$ cat src/shared/fllk_pkg.sv
// constants, opcodes and state layout of the flash lock and reset command logic
// assumes a 40 MHz system clock that oversamples the host serial clock
package fllk_pkg;

	// ----------------------------------------------------------------
	// opcodes
	// ----------------------------------------------------------------
	localparam logic [7:0] OP_BLOCK_LOCK   = 8'h36;
	localparam logic [7:0] OP_BLOCK_UNLOCK = 8'h39;
	localparam logic [7:0] OP_LOCK_READ    = 8'h3D;
	localparam logic [7:0] OP_GLOBAL_LOCK  = 8'h7E;
	localparam logic [7:0] OP_GLOBAL_UNLK  = 8'h98;
	localparam logic [7:0] OP_ENABLE_RESET = 8'h66;
	localparam logic [7:0] OP_RESET        = 8'h99;
	localparam logic [7:0] OP_PARAM_READ   = 8'h5A;

	// ----------------------------------------------------------------
	// frame layout
	// ----------------------------------------------------------------
	localparam logic [5:0] OP_BITS    = 6'h08;
	localparam logic [5:0] ADDR3_BITS = 6'h18;
	localparam logic [5:0] ADDR4_BITS = 6'h20;
	localparam logic [5:0] CNT_SAT    = 6'h3C;
	localparam int         BLK_W      = 8;
	localparam int         NUM_BLK    = 256;
	localparam int         BLK_SHIFT  = 16;

	// ----------------------------------------------------------------
	// reset values and timing
	// ----------------------------------------------------------------
	localparam logic       CS_IDLE         = 1'b1;
	localparam logic       LOCK_RESET_VAL  = 1'b0;
	localparam int         CLK_PERIOD_NS   = 25;
	localparam int         RST_RECOVERY_NS = 12000;
	localparam int         RST_CYC         = (RST_RECOVERY_NS + CLK_PERIOD_NS - 1) / CLK_PERIOD_NS;
	localparam logic [8:0] RST_LOAD        = 9'(RST_CYC - 1);

	// ----------------------------------------------------------------
	// state
	// ----------------------------------------------------------------
	typedef struct packed {
		logic               cs_s1;
		logic               cs_s2;
		logic               cs_prev;
		logic               ck_s1;
		logic               ck_s2;
		logic               ck_prev;
		logic [3:0]         io_s1;
		logic [3:0]         io_s2;
		logic [5:0]         cnt;
		logic [7:0]         op;
		logic [31:0]        addr;
		logic [2:0]         phase;
		logic               armed;
		logic               recovering;
		logic [8:0]         rst_cnt;
		logic               soft_reset;
		logic [NUM_BLK-1:0] locks;
		logic [3:0]         io_out;
		logic [3:0]         io_oe;
		logic               pe_valid;
		logic               pe_grant;
		logic               sfdp_active;
		logic [31:0]        sfdp_addr;
	} fllk_state_s;

endpackage

$ cat src/verilog/fllk_cmd.sv
// lock bits, two-frame software reset and parameter-read decode of a serial flash
// assumes cs_n, sclk and io_in come straight from pins; all other inputs are on clk
`timescale 1ns/1ps

module fllk_cmd (
	input  wire logic        clk,
	input  wire logic        reset_n,
	input  wire logic        cs_n,
	input  wire logic        sclk,
	input  wire logic [3:0]  io_in,
	output logic      [3:0]  io_out,
	output logic      [3:0]  io_oe,
	input  wire logic        quad_command_mode,
	input  wire logic        dtr_mode,
	input  wire logic        four_byte_mode,
	input  wire logic        continuous_fetch_mode,
	input  wire logic        protect_scheme_select,
	input  wire logic [4:0]  protect_range_bits,
	input  wire logic        pe_request,
	input  wire logic [31:0] pe_addr,
	output logic             pe_valid,
	output logic             pe_grant,
	output logic             soft_reset,
	output logic             recovering,
	output logic             sfdp_active,
	output logic      [31:0] sfdp_addr
);

	// ----------------------------------------------------------------
	// decode helpers
	// ----------------------------------------------------------------
	fllk_pkg::fllk_state_s r;
	fllk_pkg::fllk_state_s next_r;

	localparam int BLKW = fllk_pkg::BLK_W;

	logic             in_frame;
	logic             frame_start;
	logic             frame_end;
	logic             ck_rise;
	logic             ck_fall;
	logic             sample_edge;
	logic             quad_frame;
	logic [5:0]       addr_len;
	logic             addr_done;
	logic             op_only;
	logic [BLKW-1:0]  lock_idx;
	logic [7:0]       rd_byte;
	logic [BLKW-1:0]  pe_idx;
	logic [8:0]       range_top;
	logic             range_prot;
	logic             pe_protected;
	logic             addr_hold;

	assign in_frame    = !r.cs_s2;
	assign frame_start = r.cs_prev && !r.cs_s2;
	assign frame_end   = !r.cs_prev && r.cs_s2;
	assign ck_rise     = r.ck_s2 && !r.ck_prev;
	assign ck_fall     = !r.ck_s2 && r.ck_prev;
	// double-rate framing samples on both edges of the serial clock
	assign sample_edge = ck_rise || (dtr_mode && ck_fall);
	// a pair sent in the other mode's framing decodes as a different opcode
	assign quad_frame  = quad_command_mode || dtr_mode;
	assign addr_len    = four_byte_mode ? fllk_pkg::ADDR4_BITS : fllk_pkg::ADDR3_BITS;
	assign addr_done   = r.cnt >= (fllk_pkg::OP_BITS + addr_len);
	assign op_only     = r.cnt == fllk_pkg::OP_BITS;
	// read frames keep a complete address; dummy and data clocks must not shift it
	assign addr_hold   = addr_done && (r.op == fllk_pkg::OP_LOCK_READ || r.op == fllk_pkg::OP_PARAM_READ);
	assign lock_idx    = r.addr[fllk_pkg::BLK_SHIFT +: BLKW];
	assign rd_byte     = {7'h00, r.locks[lock_idx]};
	assign pe_idx      = pe_addr[fllk_pkg::BLK_SHIFT +: BLKW];

	// protect range: value n from 1 to 9 guards the top 2^(n-1) blocks; any value above 9 guards all 256
	always_comb begin
		if (protect_range_bits == 5'h00) begin
			range_top = 9'h000;
		end else if (protect_range_bits > 5'h09) begin
			range_top = 9'h100;
		end else begin
			range_top = 9'h001 << (protect_range_bits - 5'h01);
		end
	end

	assign range_prot   = ({1'b0, pe_idx} + range_top) >= 9'h100;
	assign pe_protected = protect_scheme_select ? range_prot : r.locks[pe_idx];

	// ----------------------------------------------------------------
	// next state
	// ----------------------------------------------------------------
	always_comb begin
		next_r = r;
		// pins pass two flops before anything looks at them
		next_r.cs_s1   = cs_n;
		next_r.cs_s2   = r.cs_s1;
		next_r.cs_prev = r.cs_s2;
		next_r.ck_s1   = sclk;
		next_r.ck_s2   = r.ck_s1;
		next_r.ck_prev = r.ck_s2;
		next_r.io_s1   = io_in;
		next_r.io_s2   = r.io_s1;
		next_r.soft_reset = 1'b0;
		next_r.pe_valid   = 1'b0;

		if (pe_request) begin
			next_r.pe_valid = 1'b1;
			next_r.pe_grant = !pe_protected;
		end

		if (r.recovering) begin
			if (r.rst_cnt == 9'h000) begin
				next_r.recovering = 1'b0;
			end else begin
				next_r.rst_cnt = r.rst_cnt - 9'h001;
			end
		end

		if (frame_start) begin
			next_r.cnt   = 6'h00;
			next_r.op    = 8'h00;
			next_r.addr  = 32'h0000_0000;
			next_r.phase = 3'h0;
		end else if (in_frame && sample_edge && !addr_hold) begin
			if (r.cnt < fllk_pkg::OP_BITS) begin
				next_r.op = quad_frame ? {r.op[3:0], r.io_s2} : {r.op[6:0], r.io_s2[0]};
			end else begin
				next_r.addr = quad_frame ? {r.addr[27:0], r.io_s2} : {r.addr[30:0], r.io_s2[0]};
			end
			if (r.cnt < fllk_pkg::CNT_SAT) begin
				next_r.cnt = r.cnt + (quad_frame ? 6'h04 : 6'h01);
			end
		end

		// lock state goes out on falling edges, msb first, repeating until frame end
		if (in_frame && ck_fall && r.op == fllk_pkg::OP_LOCK_READ && addr_done && !r.recovering) begin
			if (quad_frame) begin
				next_r.io_oe  = 4'hF;
				next_r.io_out = r.phase[0] ? rd_byte[3:0] : rd_byte[7:4];
			end else begin
				next_r.io_oe  = 4'h2;
				next_r.io_out = {2'b00, rd_byte[3'h7 - r.phase], 1'b0};
			end
			next_r.phase = r.phase + 3'h1;
		end

		if (in_frame && addr_done && r.op == fllk_pkg::OP_PARAM_READ && !r.recovering) begin
			next_r.sfdp_active = 1'b1;
			next_r.sfdp_addr   = r.addr;
		end

		if (frame_end) begin
			next_r.io_oe       = 4'h0;
			next_r.io_out      = 4'h0;
			next_r.sfdp_active = 1'b0;
			// empty frames leave the arming alone; the mode-exit clocks count bits and clear it
			if (!r.recovering && r.cnt != 6'h00) begin
				next_r.armed = 1'b0;
				case (r.op)
					fllk_pkg::OP_GLOBAL_LOCK: begin
						if (op_only) begin
							next_r.locks = '1;
						end
					end
					fllk_pkg::OP_GLOBAL_UNLK: begin
						if (op_only) begin
							next_r.locks = '0;
						end
					end
					fllk_pkg::OP_BLOCK_LOCK: begin
						if (addr_done) begin
							next_r.locks[lock_idx] = 1'b1;
						end
					end
					fllk_pkg::OP_BLOCK_UNLOCK: begin
						if (addr_done) begin
							next_r.locks[lock_idx] = 1'b0;
						end
					end
					fllk_pkg::OP_ENABLE_RESET: begin
						next_r.armed = op_only;
					end
					fllk_pkg::OP_RESET: begin
						// continuous read must be left first, so reset is held off there
						if (op_only && r.armed && !continuous_fetch_mode) begin
							next_r.locks      = {fllk_pkg::NUM_BLK{fllk_pkg::LOCK_RESET_VAL}};
							next_r.soft_reset = 1'b1;
							next_r.recovering = 1'b1;
							next_r.rst_cnt    = fllk_pkg::RST_LOAD;
						end
					end
					default: begin
					end
				endcase
			end
		end
	end

	// ----------------------------------------------------------------
	// registers
	// ----------------------------------------------------------------
	always_ff @(posedge clk or negedge reset_n) begin
		if (!reset_n) begin
			r         <= '0;
			r.cs_s1   <= fllk_pkg::CS_IDLE;
			r.cs_s2   <= fllk_pkg::CS_IDLE;
			r.cs_prev <= fllk_pkg::CS_IDLE;
		end else begin
			r <= next_r;
		end
	end

	assign io_out      = r.io_out;
	assign io_oe       = r.io_oe;
	assign pe_valid    = r.pe_valid;
	assign pe_grant    = r.pe_grant;
	assign soft_reset  = r.soft_reset;
	assign recovering  = r.recovering;
	assign sfdp_active = r.sfdp_active;
	assign sfdp_addr   = r.sfdp_addr;
endmodule // fllk_cmd
$ cat config.mk
export PLATFORM = sky130hd
export DESIGN_NAME = fllk_cmd
export DESIGN_NICKNAME = d
export VERILOG_FILES = /design/src/shared/fllk_pkg.sv /design/src/verilog/fllk_cmd.sv
export SDC_FILE = /design/constraint.sdc
export NUM_CORES = 1
export LEC_CHECK = 0
export BUFFER_PORTS_ARGS = -buffer_cell sky130_fd_sc_hd__buf_2
export CAP_MARGIN = 30
export CORE_UTILIZATION = 40
export CTS_CLUSTER_DIAMETER = 60
export DETAILED_ROUTE_END_ITERATION = 10
export GPL_ROUTABILITY_DRIVEN = 1
export PLACE_DENSITY = 0.58
export SLEW_MARGIN = 20
export SYNTH_ARGS = -nofsm -noshare
export SYNTH_HDL_FRONTEND = slang
export SYNTH_SLANG_ARGS = --single-unit
$ cat constraint.sdc
create_clock -name clk -period 3.16 [get_ports clk]
set_clock_uncertainty 0.15 [all_clocks]
set_input_delay 0.316 -clock clk [delete_from_list [all_inputs] [get_ports clk]]
set_output_delay 0.316 -clock clk [all_outputs]
set_load 0.01 [all_outputs]
==> out/qor.csv <==
metric;value;unit
minimum clock period;3.12;ns
IO buf count;69;
largest net degree at the start of global routing;100;
Tot GR Track Use;0.283;
DP Area;0.0251;sq mm
Final Instance Area;0.0268;sq mm
unique cell type count in the Yosys netlist;73;
CP top delay family;compound AO/OA/AOI/OAI gates;
Reg2Reg Depth;11;
hpwl dp;55100;microns
# rows;88;
worst r2r src;lock_idx[1]$_DFFE_PN0P_;
Vias;21600;
DR WL/cell;25.5;microns
Max clock buf depth;3;
first-pass GRT wire length;129000;microns
Total Nets Final;2575;
Setup-failing EPs final;0;
Compound-Gate Fraction of Synth Area;0.258;
fraction of registers with async set/reset;1.00;
mapped cell area;0.0233;sq mm
worst hold start;protect_range_bits[4];
total gr overflow;0;
dpl ws;-0.0597;ns
cells after synthesis;2491;
sequential area share after synthesis;0.398;
reg2reg end;io_out[1]$_DFFE_PN0P_;
maximum achievable frequency;320;MHz
Post-synth EDFFs;0;
top-area cell type share of the netlist area;0.395;
Critical Path Sink Type;flop;
Adder-Cell Fraction of Synth Area;0.00807;
Synth area leader;dfrtp_1;
Required @ worst endpoint;3.51;ns
n_diodes;0;
Via density;6.54;
Worst Hold End;pe_grant$_DFFE_PN0P_;
Setup crit start kind;flop;
die footprint;0.0591;sq mm
flop-to-flop setup slack;0.04;ns
CTS buffer count;44;
ANT nets after route;0;
share of layout cells above drive strength 1;0.212;
crit path DAT;3.48;ns
final clock period utilization by the worst path;0.989;
Worst Setup Slack, final;0.0355;ns
residual DRC count;0;
#FFs+latches synth;370;
H-tree Lvls;2;
Die W;243;microns
chip height;243;microns
First-pass DRT Iterations;6;
initial core utilization;0.404;
RSZ-0062 raised after global routing;no;
antenna violations before repair;1;
MaxCap Viol Count;0;
Pwr per Cell Area;485;mW/mm^2
Post-Synth Simple-Gate Area;0.114;
leakage;11.4;nW
CP peak stage delay;0.51;ns
mean post-synth cell area;9.34;sq um
VDD IR-drop max;396;uV
worst skew pair latency;0.61;ns
status;completed;
WP buf/inv;4;
routed wire length;84200;microns
mux cell area share after synthesis;0.154;
Post-Synth XOR/XNOR Area;0.00377;
crit-path max FO;10;
top post-synthesis cells by area;dfrtp_1, mux4_2, a21oi_1;
CP cell instances;buf_12 -> buf_12 -> mux4_2 -> nor2b_1 -> a2111oi_0 -> buf_4 -> o32ai_1 -> nor4_1 -> nor3_2 -> buf_4 -> o31ai_1;
Boundary Pins;96;
core area;0.0576;sq mm
Post-synth top flop;dfrtp_1;
Worst Hold Depth;5;
Worst-Margin Slew;0.811;ns
Pins Over Slew Limit;0;
Min-Delay Path Class;primary input to flop;
Reg clk slew, reported paths;0.06;ns
CP max-delay cell;dfrtp_4;
CP startpoint;lock_idx[1]$_DFFE_PN0P_;
WS Path Type;flop to flop;
Final GP Congestion;0.990;
vias in the first global route;20500;
Area Overhead vs Synth;15.1;%
CTS tree;built;
final hold vios;0;
DR iter-0 viols;3083;
Rel. slew slack;0.459;
largest family of logic cells by synthesized area;compound AO/OA/AOI/OAI gates;
CTS Sinks;370;
yosys synthesis warning count;0;
Root Buffer;clkbuf_16;
repair_timing:
item	4_1_cts	5_1_grt
buffers inserted	3	2
endpoints found under the setup margin	4	2
hold endpoints to repair	304	0
resized for setup	2	4
hold buffers	10	0
kinds of logic after synthesis:
logic type | after synthesis
simple gates | 597
mux | 195
other cells | 1
flops | 370
compound gates | 980
buf+inv | 323
fa+ha+maj | 15
xor+xnor | 10
layout by cell type (no fill, tap or decap), drive strengths merged, types with 29 or more instances in the layout:
| master | count |
|---|---|
| mux2 | 35 |
| a21oi | 529 |
| nand2 | 324 |
| nand3 | 29 |
| o22a | 192 |
| o21ai | 144 |
| clkbuf | 62 |
| mux4 | 126 |
| dfrtp | 367 |
| buf | 268 |
| a311oi | 36 |
| nor3 | 30 |
| nor2 | 119 |
| mux2i | 34 |
report_power, final:
part	total, mW	switching (mW)	internal, mW
clock	5.32	2.23	3.08
sequential	5.59	0.432	5.15
combinational	2.09	1.11	0.976
total	13.0	3.78	9.22
tightest hold or removal path, cell delays in order:
cell and delay [ns]:
buf_2 0.09, a21oi_1 0.05, xnor2_1 0.13, a31oi_1 0.10, o41ai_1 0.06
area by class of cell:
| type | instances | area (sq um) |
|---|---|---|
| clock buffers | 62 | 1240 |
| clock inverters | 15 | 248 |
| fillers | 5366 | 30800 |
| inverters | 16 | 60.1 |
| multi-input cells | 1799 | 12600 |
| flip-flops and latches | 370 | 9270 |
| well taps | 765 | 957 |
| repair buffers | 278 | 2350 |
sequential cells by signal (all words and copies together), names as in the netlist:
name	flops
r	313
sfdp_addr	32
lock_idx	8
next_r	8
io_oe	2
io_out	2
pe_grant	1
pe_valid	1
recovering	1
sfdp_active	1
soft_reset	1
worst max-delay path by stage:
| stage | depth (start not counted) | to | slack (ns) |
|---|---|---|---|
| 2_1_floorplan | 11 | pe_grant$_DFFE_PN0P_ | 0.45 |
| 4_1_cts | 9 | io_out[1]$_DFFE_PN0P_ | 0.01 |
| 6_report | 11 | io_out[1]$_DFFE_PN0P_ | 0.04 |
| 5_1_grt | 11 | io_out[1]$_DFFE_PN0P_ | 0.03 |
| 3_5_place_dp | 9 | io_out[1]$_DFFE_PN0P_ | -0.06 |
| 3_3_place_gp | 8 | io_out[1]$_DFFE_PN0P_ | -0.02 |
stage by stage:
step | util | power [mW] | setup TNS, ns | hold slack, ns | cells
floorplan | - | 6.75 | 0 | -0.130 | 2492
global placement | 0.435 | 7.59 | -0.0371 | 0.111 | 3213
detailed placement | 0.435 | 7.66 | -0.129 | 0.105 | 3213
CTS | 0.464 | 13.0 | 0 | 0.0106 | 3303
global route | 0.465 | 13.4 | 0 | 0.0417 | 3305
finish | 0.465 | 13.0 | 0 | 0.0234 | 3305
cell usage after synthesis (all sizes together) (3+ instances only):
library cell	count
a21oi	529
dfrtp	367
nand2	324
o22a	192
clkbuf	164
o21ai	144
buf	143
mux4	126
nor2	119
a311oi	36
mux2	35
mux2i	34
nor3	30
nand3	29
nor2b	21
a22oi	17
inv	16
ha	15
nand2b	13
a31oi	12
a211oi	9
and2	8
a221oi	7
and3	7
nor4	7
xnor2	7
nand3b	6
nand4	6
nor3b	5
o211ai	5
o31ai	4
a21o	3
and4b	3
dfstp	3
or2	3
or3	3
xor2	3
metal layers:
layer,GRT usage,wire length [microns],up-vias
met1,0.393,34200,10900
li1,-,-,9258
met4,0.120,3520,0
met5,0,0,-
met2,0.433,38300,1253
met3,0.0491,8260,237
No activity file was read; power rests on OpenSTA's default activity.
